===== src/rtl/fci_pkg.sv =====
// package of constants and carrier types for the flash command host controller
package fci_pkg;

    // ------------------------------------------------------------------
    // timing
    // ------------------------------------------------------------------
    localparam int unsigned CLK_PERIOD_NS = 50;
    // time from the falling read strobe until read data is trusted
    localparam int unsigned ACCESS_NS = 100;
    // time after the last command write before the first status poll
    localparam int unsigned SETTLE_NS = 200;
    localparam logic [3:0] ACCESS_CYC = 4'((ACCESS_NS + CLK_PERIOD_NS - 1) / CLK_PERIOD_NS);
    localparam logic [3:0] SETTLE_CYC = 4'((SETTLE_NS + CLK_PERIOD_NS - 1) / CLK_PERIOD_NS);

    // ------------------------------------------------------------------
    // register map of the controller (byte addresses)
    // ------------------------------------------------------------------
    localparam int unsigned APB_AW = 12;
    localparam logic [11:0] OFS_CTRL = 12'h000;
    localparam logic [11:0] OFS_ADDR = 12'h004;
    localparam logic [11:0] OFS_WDATA = 12'h008;
    localparam logic [11:0] OFS_RESULT = 12'h00c;
    localparam logic [11:0] OFS_PIN = 12'h010;
    // result register field positions
    localparam int unsigned RES_BUSY = 8;
    localparam int unsigned RES_SEQ_ERR = 9;
    localparam int unsigned RES_ERASE_ERR = 10;
    localparam int unsigned RES_WRITE_ERR = 11;
    localparam int unsigned RES_SUPPLY_LOW = 12;
    localparam int unsigned RES_LOCK = 13;
    localparam int unsigned RES_REFUSED = 14;
    localparam logic RST_POWERDOWN_RESET_N = 1'b1;

    // ------------------------------------------------------------------
    // device side: address width, command bytes, status layout
    // ------------------------------------------------------------------
    localparam int unsigned FLASH_AW = 20;
    localparam logic [7:0] CMD_READ_ARRAY = 8'hff;
    localparam logic [7:0] CMD_READ_ID = 8'h90;
    localparam logic [7:0] CMD_READ_STATUS = 8'h70;
    localparam logic [7:0] CMD_CLEAR_STATUS = 8'h50;
    localparam logic [7:0] CMD_ERASE_SETUP = 8'h20;
    localparam logic [7:0] CMD_CONFIRM = 8'hd0;
    localparam logic [7:0] CMD_WRITE_SETUP = 8'h40;
    localparam logic [7:0] CMD_SUSPEND = 8'hb0;
    localparam int unsigned STS_READY = 7;
    localparam int unsigned STS_SUSPENDED = 6;
    localparam int unsigned STS_ERASE_ERR = 5;
    localparam int unsigned STS_WRITE_ERR = 4;
    localparam int unsigned STS_SUPPLY_LOW = 3;
    localparam logic [7:0] STS_USED_MASK = 8'hf8;

    typedef enum logic [2:0] {
        OP_READ_ARRAY = 3'h0,
        OP_READ_ID = 3'h1,
        OP_READ_STATUS = 3'h2,
        OP_CLEAR_STATUS = 3'h3,
        OP_ERASE = 3'h4,
        OP_WRITE = 3'h5,
        OP_SUSPEND = 3'h6,
        OP_RESUME = 3'h7
    } fci_op_type;

    typedef enum logic [5:0] {
        S_IDLE = 6'h01,
        S_WR_LOW = 6'h02,
        S_WR_HIGH = 6'h04,
        S_SETTLE = 6'h08,
        S_RD_LOW = 6'h10,
        S_RD_HIGH = 6'h20
    } fci_state_type;

    typedef struct packed {
        logic psel;
        logic penable;
        logic pwrite;
        logic [11:0] paddr;
        logic [31:0] pwdata;
    } fci_apb_req_type;

    typedef struct packed {
        logic ceN;
        logic oeN;
        logic weN;
        logic [FLASH_AW-1:0] addr;
        logic [7:0] dataOut;
        logic dataOe;
    } fci_pins_type;

    localparam fci_pins_type PINS_IDLE = '{ceN: 1'b1, oeN: 1'b1, weN: 1'b1, addr: '0, dataOut: 8'h00, dataOe: 1'b0};

endpackage


===== src/rtl/fci_host_ctrl.sv =====
// host controller that drives a byte-wide flash through its command interface
//
// Local design decisions: the APB slave port and the address map.
`timescale 1ns/1ps

// Notes on behaviour
// - host masks reserved status bits 2..0
// - errors evaluated only after ready seen
// - both error bits after erase mean bad sequence
// - strobes return high between status reads
// - clear status after supply-low before altering
// - erase writes 20H then D0H in block
// - program writes 40H then data
module fci_host_ctrl
    import fci_pkg::*;
(
    input wire logic clk_sys,
    input wire logic rst,
    input wire fci_pkg::fci_apb_req_type apbReq,
    output logic [31:0] prdata,
    output logic pready,
    output logic pslverr,
    output fci_pkg::fci_pins_type flashPins,
    input wire logic [7:0] flashDataIn,
    input wire logic readyBusyOut,
    output logic powerdownResetN
);
    import fci_pkg::*;

    // ------------------------------------------------------------------
    // decoding helpers
    // ------------------------------------------------------------------
    function automatic logic isAlter(input fci_op_type op);
        return (op == OP_ERASE) || (op == OP_WRITE);
    endfunction

    function automatic logic needsPoll(input fci_op_type op);
        return isAlter(op) || (op == OP_SUSPEND);
    endfunction

    function automatic logic readsBack(input fci_op_type op);
        return needsPoll(op) || (op == OP_READ_ARRAY) || (op == OP_READ_ID) || (op == OP_READ_STATUS);
    endfunction

    function automatic logic [7:0] cmdByte(input fci_op_type op, input logic step, input logic [7:0] wd);
        unique case (op)
            OP_READ_ARRAY: return CMD_READ_ARRAY;
            OP_READ_ID: return CMD_READ_ID;
            OP_READ_STATUS: return CMD_READ_STATUS;
            OP_CLEAR_STATUS: return CMD_CLEAR_STATUS;
            OP_ERASE: return step ? CMD_CONFIRM : CMD_ERASE_SETUP;
            OP_WRITE: return step ? wd : CMD_WRITE_SETUP;
            OP_SUSPEND: return CMD_SUSPEND;
            OP_RESUME: return CMD_CONFIRM;
        endcase
    endfunction

    function automatic logic mapped(input logic [11:0] a);
        return (a == OFS_CTRL) || (a == OFS_ADDR) || (a == OFS_WDATA) || (a == OFS_RESULT) || (a == OFS_PIN);
    endfunction

    // ------------------------------------------------------------------
    // state
    // ------------------------------------------------------------------
    fci_state_type state, next_state;
    fci_op_type op, next_op;
    logic step, next_step;
    logic [3:0] waitCnt, next_waitCnt;
    logic [7:0] rdData, next_rdData;
    logic seqErr, next_seqErr;
    logic eraseErr, next_eraseErr;
    logic writeErr, next_writeErr;
    logic supplyLow, next_supplyLow;
    logic lock, next_lock;
    logic refused, next_refused;
    logic [FLASH_AW-1:0] addrReg, next_addrReg;
    logic [7:0] wdataReg, next_wdataReg;
    logic next_powerdownResetN;
    logic [31:0] next_prdata;
    fci_pins_type next_flashPins;
    logic apbAccess, apbWrite, start;
    logic [31:0] resultWord;

    assign apbAccess = apbReq.psel && apbReq.penable;
    assign apbWrite = apbAccess && apbReq.pwrite;
    assign pready = apbAccess;
    assign pslverr = apbAccess && !mapped(apbReq.paddr);
    // a start request while an operation runs is dropped; software polls busy first
    assign start = apbWrite && (apbReq.paddr == OFS_CTRL) && (state == S_IDLE);
    assign resultWord = {17'h0_0000, refused, lock, supplyLow, writeErr, eraseErr, seqErr, state != S_IDLE,
        rdData};

    // ------------------------------------------------------------------
    // next values
    // ------------------------------------------------------------------
    always_comb begin
        next_state = state;
        next_op = op;
        next_step = step;
        next_waitCnt = waitCnt;
        next_rdData = rdData;
        next_seqErr = seqErr;
        next_eraseErr = eraseErr;
        next_writeErr = writeErr;
        next_supplyLow = supplyLow;
        next_lock = lock;
        next_refused = refused;
        next_addrReg = addrReg;
        next_wdataReg = wdataReg;
        next_powerdownResetN = powerdownResetN;
        next_prdata = prdata;
        next_flashPins = flashPins;

        // read data is prepared in the setup cycle so it leaves a flip-flop
        if (apbReq.psel && !apbReq.penable) begin
            unique case (apbReq.paddr)
                OFS_CTRL: next_prdata = {29'h0000_0000, op};
                OFS_ADDR: next_prdata = {12'h000, addrReg};
                OFS_WDATA: next_prdata = {24'h00_0000, wdataReg};
                OFS_RESULT: next_prdata = resultWord;
                OFS_PIN: next_prdata = {31'h0000_0000, powerdownResetN};
                default: next_prdata = 32'h0000_0000;
            endcase
        end
        if (apbWrite && (apbReq.paddr == OFS_ADDR)) begin
            next_addrReg = apbReq.pwdata[FLASH_AW-1:0];
        end
        if (apbWrite && (apbReq.paddr == OFS_WDATA)) begin
            next_wdataReg = apbReq.pwdata[7:0];
        end
        if (apbWrite && (apbReq.paddr == OFS_PIN)) begin
            next_powerdownResetN = apbReq.pwdata[0];
        end

        unique case (state)
            S_IDLE: begin
                if (start) begin
                    next_op = fci_op_type'(apbReq.pwdata[2:0]);
                    next_step = 1'b0;
                    next_refused = 1'b0;
                    if (isAlter(fci_op_type'(apbReq.pwdata[2:0])) && lock) begin
                        next_refused = 1'b1;
                    end else begin
                        next_state = S_WR_LOW;
                        next_flashPins.dataOut = cmdByte(fci_op_type'(apbReq.pwdata[2:0]), 1'b0, wdataReg);
                    end
                end
            end
            S_WR_LOW: begin
                next_state = S_WR_HIGH;
            end
            S_WR_HIGH: begin
                if (!step && isAlter(op)) begin
                    // second write to the same address carries confirm or data
                    next_step = 1'b1;
                    next_state = S_WR_LOW;
                    next_flashPins.dataOut = cmdByte(op, 1'b1, wdataReg);
                end else if (needsPoll(op)) begin
                    // the device needs time to drop ready before a poll means anything
                    next_state = S_SETTLE;
                    next_waitCnt = SETTLE_CYC - 4'h1;
                end else if (readsBack(op)) begin
                    next_state = S_RD_LOW;
                    next_waitCnt = ACCESS_CYC - 4'h1;
                end else begin
                    next_state = S_IDLE;
                    if (op == OP_CLEAR_STATUS) begin
                        next_lock = 1'b0;
                        next_seqErr = 1'b0;
                        next_eraseErr = 1'b0;
                        next_writeErr = 1'b0;
                        next_supplyLow = 1'b0;
                    end
                end
            end
            S_SETTLE: begin
                if (waitCnt == 4'h0) begin
                    next_state = S_RD_LOW;
                    next_waitCnt = ACCESS_CYC - 4'h1;
                end else begin
                    next_waitCnt = waitCnt - 4'h1;
                end
            end
            S_RD_LOW: begin
                if (waitCnt == 4'h0) begin
                    next_state = S_RD_HIGH;
                    if ((op == OP_READ_ARRAY) || (op == OP_READ_ID)) begin
                        next_rdData = flashDataIn;
                    end else begin
                        next_rdData = flashDataIn & STS_USED_MASK;
                    end
                end else begin
                    next_waitCnt = waitCnt - 4'h1;
                end
            end
            S_RD_HIGH: begin
                // strobes are high here, so each poll re-latches the status
                if (needsPoll(op) && (!rdData[STS_READY] || ((op == OP_SUSPEND) && !rdData[STS_SUSPENDED]))) begin
                    next_state = S_RD_LOW;
                    next_waitCnt = ACCESS_CYC - 4'h1;
                end else begin
                    next_state = S_IDLE;
                    if (isAlter(op)) begin
                        // only reached with ready seen, so the error bits are valid
                        next_eraseErr = rdData[STS_ERASE_ERR];
                        next_writeErr = rdData[STS_WRITE_ERR];
                        next_supplyLow = rdData[STS_SUPPLY_LOW];
                        next_lock = lock || rdData[STS_SUPPLY_LOW];
                        next_seqErr = (op == OP_ERASE) && rdData[STS_ERASE_ERR] && rdData[STS_WRITE_ERR];
                    end
                end
            end
            default: begin
                next_state = S_IDLE;
            end
        endcase

        next_flashPins.addr = addrReg;
        next_flashPins.ceN = !((next_state == S_WR_LOW) || (next_state == S_WR_HIGH) || (next_state == S_RD_LOW));
        next_flashPins.weN = (next_state != S_WR_LOW);
        next_flashPins.oeN = (next_state != S_RD_LOW);
        next_flashPins.dataOe = (next_state == S_WR_LOW) || (next_state == S_WR_HIGH);
    end

    // ------------------------------------------------------------------
    // registers
    // ------------------------------------------------------------------
    always_ff @(posedge clk_sys) begin
        if (rst) begin
            state <= S_IDLE;
            op <= OP_READ_ARRAY;
            step <= 1'b0;
            waitCnt <= 4'h0;
            rdData <= 8'h00;
            seqErr <= 1'b0;
            eraseErr <= 1'b0;
            writeErr <= 1'b0;
            supplyLow <= 1'b0;
            lock <= 1'b0;
            refused <= 1'b0;
            addrReg <= '0;
            wdataReg <= 8'h00;
            powerdownResetN <= RST_POWERDOWN_RESET_N;
            prdata <= 32'h0000_0000;
            flashPins <= PINS_IDLE;
        end else begin
            state <= next_state;
            op <= next_op;
            step <= next_step;
            waitCnt <= next_waitCnt;
            rdData <= next_rdData;
            seqErr <= next_seqErr;
            eraseErr <= next_eraseErr;
            writeErr <= next_writeErr;
            supplyLow <= next_supplyLow;
            lock <= next_lock;
            refused <= next_refused;
            addrReg <= next_addrReg;
            wdataReg <= next_wdataReg;
            powerdownResetN <= next_powerdownResetN;
            prdata <= next_prdata;
            flashPins <= next_flashPins;
        end
    end
endmodule


===== config.mk =====
export PLATFORM = sky130hd
export DESIGN_NAME = fci_host_ctrl
export DESIGN_NICKNAME = d
export VERILOG_FILES = /design/src/rtl/fci_pkg.sv /design/src/rtl/fci_host_ctrl.sv
export SDC_FILE = /design/constraint.sdc
export NUM_CORES = 1
export LEC_CHECK = 0
export BUFFER_PORTS_ARGS = -buffer_cell sky130_fd_sc_hd__buf_2
export CAP_MARGIN = 20
export CORE_MARGIN = 10
export CORE_UTILIZATION = 30
export DETAILED_ROUTE_END_ITERATION = 10
export PLACE_DENSITY_LB_ADDON = 0.12
export RECOVER_POWER = 100
export SLEW_MARGIN = 10
export SYNTH_ARGS = -nofsm -noshare
export SYNTH_HDL_FRONTEND = slang
export SYNTH_SLANG_ARGS = --single-unit

===== constraint.sdc =====
create_clock -name clk_sys -period 4.4 [get_ports clk_sys]
set_input_delay 0.88 -clock clk_sys [delete_from_list [all_inputs] [get_ports clk_sys]]
set_output_delay 0.88 -clock clk_sys [all_outputs]
set_load 0.005 [all_outputs]

## After elaboration in Yosys (flattened, before gate mapping)

Memory sizes are Yosys's and may differ from the RTL's.
Index checks and enable logic that the tools add are counted.

- Bits in registers: 121
- Memory bits (read-only): 64
- Input bits: 58
- Output and inout port bits: 67
- Word-level logic and storage cells: 155
- Memories: 1

- Add/sub/neg operators: 1
- Equal/unequal tests: 37
- Muxes and demuxes: 46
- Reductions and logical operators: 49

Memories:

| name | depth | width | rd ports | clocked after memory_dff | wr ports | RTL line | source |
|---|---|---|---|---|---|---|---|
| (no name shown) | 8 | 8 | 1 | 0 | 0 | fci_host_ctrl.sv:46 | `unique case (op)` |

Operators by type and width:

| kind | count |
|---|---|
| one-hot mux 20 bit (5 select lines) | 1 |
| one-hot mux 8 bit (7 select lines) | 1 |
| one-hot mux 6 bit (6 select lines) | 1 |
| == test 12 x 4 -> 1 bit, second input constant | 2 |
| two-way mux 4 bit | 6 |
| two-way mux 6 bit | 4 |
| two-way mux 8 bit | 3 |
| != test 2 bit, second input constant | 11 |
| two-way mux 5 bit | 4 |
| == test 3 bit, second input constant | 6 |
| two-way mux 1 bit | 17 |
| one-hot mux 4 bit (4 select lines) | 1 |
| one-hot mux 8 bit (2 select lines) | 1 |
| logical AND 1 bit | 15 |
| logical OR 1 bit | 15 |
| == test 12 x 3 -> 1 bit, second input constant | 1 |
| == test 12 x 5 -> 1 bit, second input constant | 1 |
| == test 6 x 2 -> 1 bit, second input constant | 2 |
| == test 6 x 3 -> 1 bit, second input constant | 2 |
| == test 6 x 5 -> 1 bit, second input constant | 2 |
| zero test 12 bit | 1 |
| one-hot mux 1 bit (2 select lines) | 6 |
| AND reduction 7 bit | 1 |
| == test 3 x 2 -> 1 bit, second input constant | 2 |
| 20 further kinds | 27 |

## Logic depth before layout (Yosys ltp)

- Depth in word-level cells: 14
- Gate-level depth with buffers: 7
- Gate-level depth less buffers: 7

## Worst setup path after synthesis

OpenSTA, ideal clock, no wires.

- Path type: in2reg
- Start: in apbReq[41] (netlist name)
- End: reg wdataReg[0]
- Data arrival time: 2.343 ns
- Data required time: 4.272 ns
- Setup slack: 1.929 ns
- Stages on the path: 7
- Path buffers: 2
- Cells stage by stage: or4_1 buf_2 nor3_4 and3_1 buf_6 mux2i_1 nor2_1

- Cells in the longest elaborated chain, start to end: 2

Ends and longest elaborated chain:

| element | RTL line | source |
|---|---|---|
| start: declaration | fci_host_ctrl.sv:19 | `input wire fci_pkg::fci_apb_req_type apbReq,` |
| == test 12 x 4 -> 1 bit | fci_host_ctrl.sv:128 | `if (apbWrite && (apbReq.paddr == OFS_WDATA)) begin` |
| logical AND 1 bit | fci_host_ctrl.sv:128 |  |
| end signal: assignment | fci_host_ctrl.sv:259 | `wdataReg <= next_wdataReg;` |
| end: declaration | fci_host_ctrl.sv:77 | `logic [7:0] wdataReg, next_wdataReg;` |

No other way between the ends.
A chain may end at the register's enable or synchronous reset.

## Worst setup path in the final report

- Start: in apbReq[40] (netlist name)
- End: reg wdataReg[6]

Same word-level chain as after synthesis.

==> impl_metrics.json <==
{
  "hold_depth": 2,
  "ant_nets": 0,
  "root_buffer": "clkbuf_16",
  "cp_data_required_time_ps": 4550,
  "powerDensity_nw_per_um2": 342,
  "grt_start_max_net_pins": 59,
  "place_congestion": 0.792,
  "fmax_mhz": 303,
  "grt_pass1_wl_mm": 20.9,
  "cp_data_arrival_time_ps": 3450,
  "met2_length_mm": 6.13,
  "rows": 45,
  "htree_levels": 3,
  "synthArstFlopShare_pct": 0,
  "routed-wl-met3_um": 965,
  "synth_area_leader_cell": "dfxtp_1",
  "finalHoldViolations": 0,
  "chipWidth_um": 145,
  "cts_tree": "built",
  "yosys_warnings": 0,
  "drive_gt1_share_pct": 15.7,
  "relSlewSlack_pct": -53.2,
  "ios": 125,
  "maxCapViolations": 2,
  "crit_type": "in2reg",
  "detail_route.vias_per_cell": 4.78,
  "tns_ps": 0,
  "dr_total_vias": 3923,
  "clock_latency_ps": 360,
  "cts.sinks": 109,
  "grt_pass1_vias": 3879,
  "vdd.ir_drop.worst_mv": 0.198,
  "violations": "max-capacitance violations, max-slew violations",
  "power_mw": 1.87,
  "start_util_pct": 30.7,
  "synth_ff_type": "dfxtp_1",
  "rsz0062_at_grt": "false",
  "cp-end-kind": "flop",
  "synth.cell_area_um2": 4680,
  "ys_types": 63,
  "syn_inst": 526,
  "grt_use_total_pct": 12.7,
  "worstMarginPinSlew_ps": 2300,
  "yosys-top-cells-area": "dfxtp_1, nand2_1, a21oi_1",
  "netlist.area_leader.share_pct": 46.6,
  "cts_buffers": 9,
  "place_ws_ps": 1210,
  "route.detailed.drc": 0,
  "dr.max_layer_used": "met4",
  "finalSetupViolations": 0,
  "cts_buffer_depth": 2,
  "cp_max_fo": 9,
  "overflow": 0,
  "wl_met1_mm": 6.17,
  "min_path_type": "reg2reg",
  "antenna_found_initial": 0,
  "fp.dieH_um": 145,
  "cts_setup_buffers": 0,
  "firstDrtPassIters": 4,
  "port_buffers": 99,
  "r2r_cells": 5,
  "post_cts_resized": 0,
  "yosysSeqAreaShare_pct": 46.6,
  "post-route-period-util_pct": 75.0,
  "die_area_um2": 21000,
  "min_from": "prdata[8]",
  "placed_area_um2": 5260,
  "first_iter_violations": 325,
  "ys_seq_elements": 109,
  "clkTransAtPathRegs_ps": 70,
  "reg2reg_from": "state[3]",
  "fin_area_um2": 5450,
  "slew_violations": 49,
  "avgSynthCellArea_um2": 8.89,
  "r2r_slack_ps": 1680,
  "clock_skew_ps": 6.41,
  "totalWireLength_mm": 13.5,
  "cts_hold_buf": 0,
  "cellLeakagePower_nw": 1.98,
  "status": "finished with violations",
  "layout_min_cycle_time_ps": 3300,
  "synth-edff-count": 0,
  "antenna_cells": 0,
  "hold_end": "prdata[8]",
  "core_um2": 15300,
  "critPathLaunchType": "input pin",
  "multi_input_comb_area_um2": 2240,
  "setup_ws_ps": 1100,
  "nNetsFinal": 666,
  "area_delta_synth_final_pct": 16.5,
  "nFillCells": 1606,
  "timing.rr.end": "flashPins[6]",
  "post_drt_wl_per_cell_um": 16.4,
  "startpoint": "apbReq[40]",
  "hpwl_mm": 10.0,
  "seq_area_um2": 2180
}
cell usage in the layout (no fill, tap or decap), types with 7 or more instances in the layout:
cell / count
clkbuf_16: 9
buf_2: 53
clkbuf_1: 47
nor2b_1: 24
nand3_1: 10
mux2i_1: 19
dfxtp_1: 109
a221oi_1: 7
conb_1: 12
a22o_1: 14
a21oi_1: 52
inv_1: 8
nand2_1: 71
nor4_1: 7
nor3_1: 17
a22oi_1: 12
nor2_1: 48
o21ai_0: 10
cells in the mapped netlist (3+ instances only):
master / count
ha_1: 3
o21ai_0: 10
and3_1: 4
nand3b_1: 5
mux2_2: 3
or2_2: 4
a22oi_1: 12
nand3_1: 10
nor3b_1: 4
nand2_1: 71
nor3_1: 16
a221oi_1: 7
a22o_1: 14
and2_1: 4
mux2i_1: 19
or3b_2: 3
a211oi_2: 4
dfxtp_1: 109
or3_1: 3
nand2b_1: 3
nor2b_1: 24
nor4_1: 6
a21oi_1: 52
clkbuf_1: 26
inv_1: 8
buf_4: 13
nor2_1: 48
logic make-up after synthesis:
kind of cell	count (synthesis)	share of synthesized area (%)
buf+inv	52	5.62
mux	22	4.79
compound gates	116	17.1
flops	109	46.6
simple gates	222	24.8
fa+ha+maj	3	0.802
other cells	1	0.0802
xor+xnor	1	0.187
critical path: stages:
cell,delay (ps)
buf_2,110
or4_1,610
nor3_1,900
and3_1,650
mux2i_1,250
nor2_1,50
flip-flops by register name (all words and copies together), names as in the netlist:
register	flops
eraseErr	1
addrReg	20
wdataReg	8
refused	1
prdata	20
flashPins	32
powerdownResetN	1
state	6
op	3
seqErr	1
lock	1
rdData	8
supplyLow	1
waitCnt	4
step	1
writeErr	1
metal layers:
metal	GRT usage [%]	vias up
met3	3.13	18
li1	-	1984
met4	4.31	0
met1	15.4	1815
met2	21.4	106
met5	0	-
cell type report:
cell class	instances	share of cell area [%]
Multi-Input combinational cell	376	41.0
Sequential cell	109	40.0
Timing Repair Buffer	101	8.31
Tap cell	211	4.84
Clock buffer	10	4.20
Clock inverter	6	1.03
Inverter	8	0.551
worst max path at each step:
stage | to | slack (ps) | cells past startpoint
global route | flashPins[8] | 770 | 6
floorplan | wdataReg[0] | 1930 | 7
CTS | addrReg[1] | 1580 | 6
global placement | addrReg[12] | 1220 | 6
finish | wdataReg[6] | 1100 | 6
detailed placement | addrReg[1] | 1210 | 6
metrics by stage:
stage,util [%],hold slack (ps),std cells
after floorplan,-,432,537
after global placement,34.5,439,805
after detailed placement,34.5,446,805
after CTS,36.4,455,821
after global routing,35.7,472,821
final,35.7,456,821
power by group:
| part | switching [mW] | internal [mW] |
|---|---|---|
| logic | 0.0521 | 0.0262 |
| registers | 0.00198 | 0.988 |
| clock network | 0.400 | 0.397 |
| total | 0.454 | 1.41 |
Power figures use the tool's default switching activity.
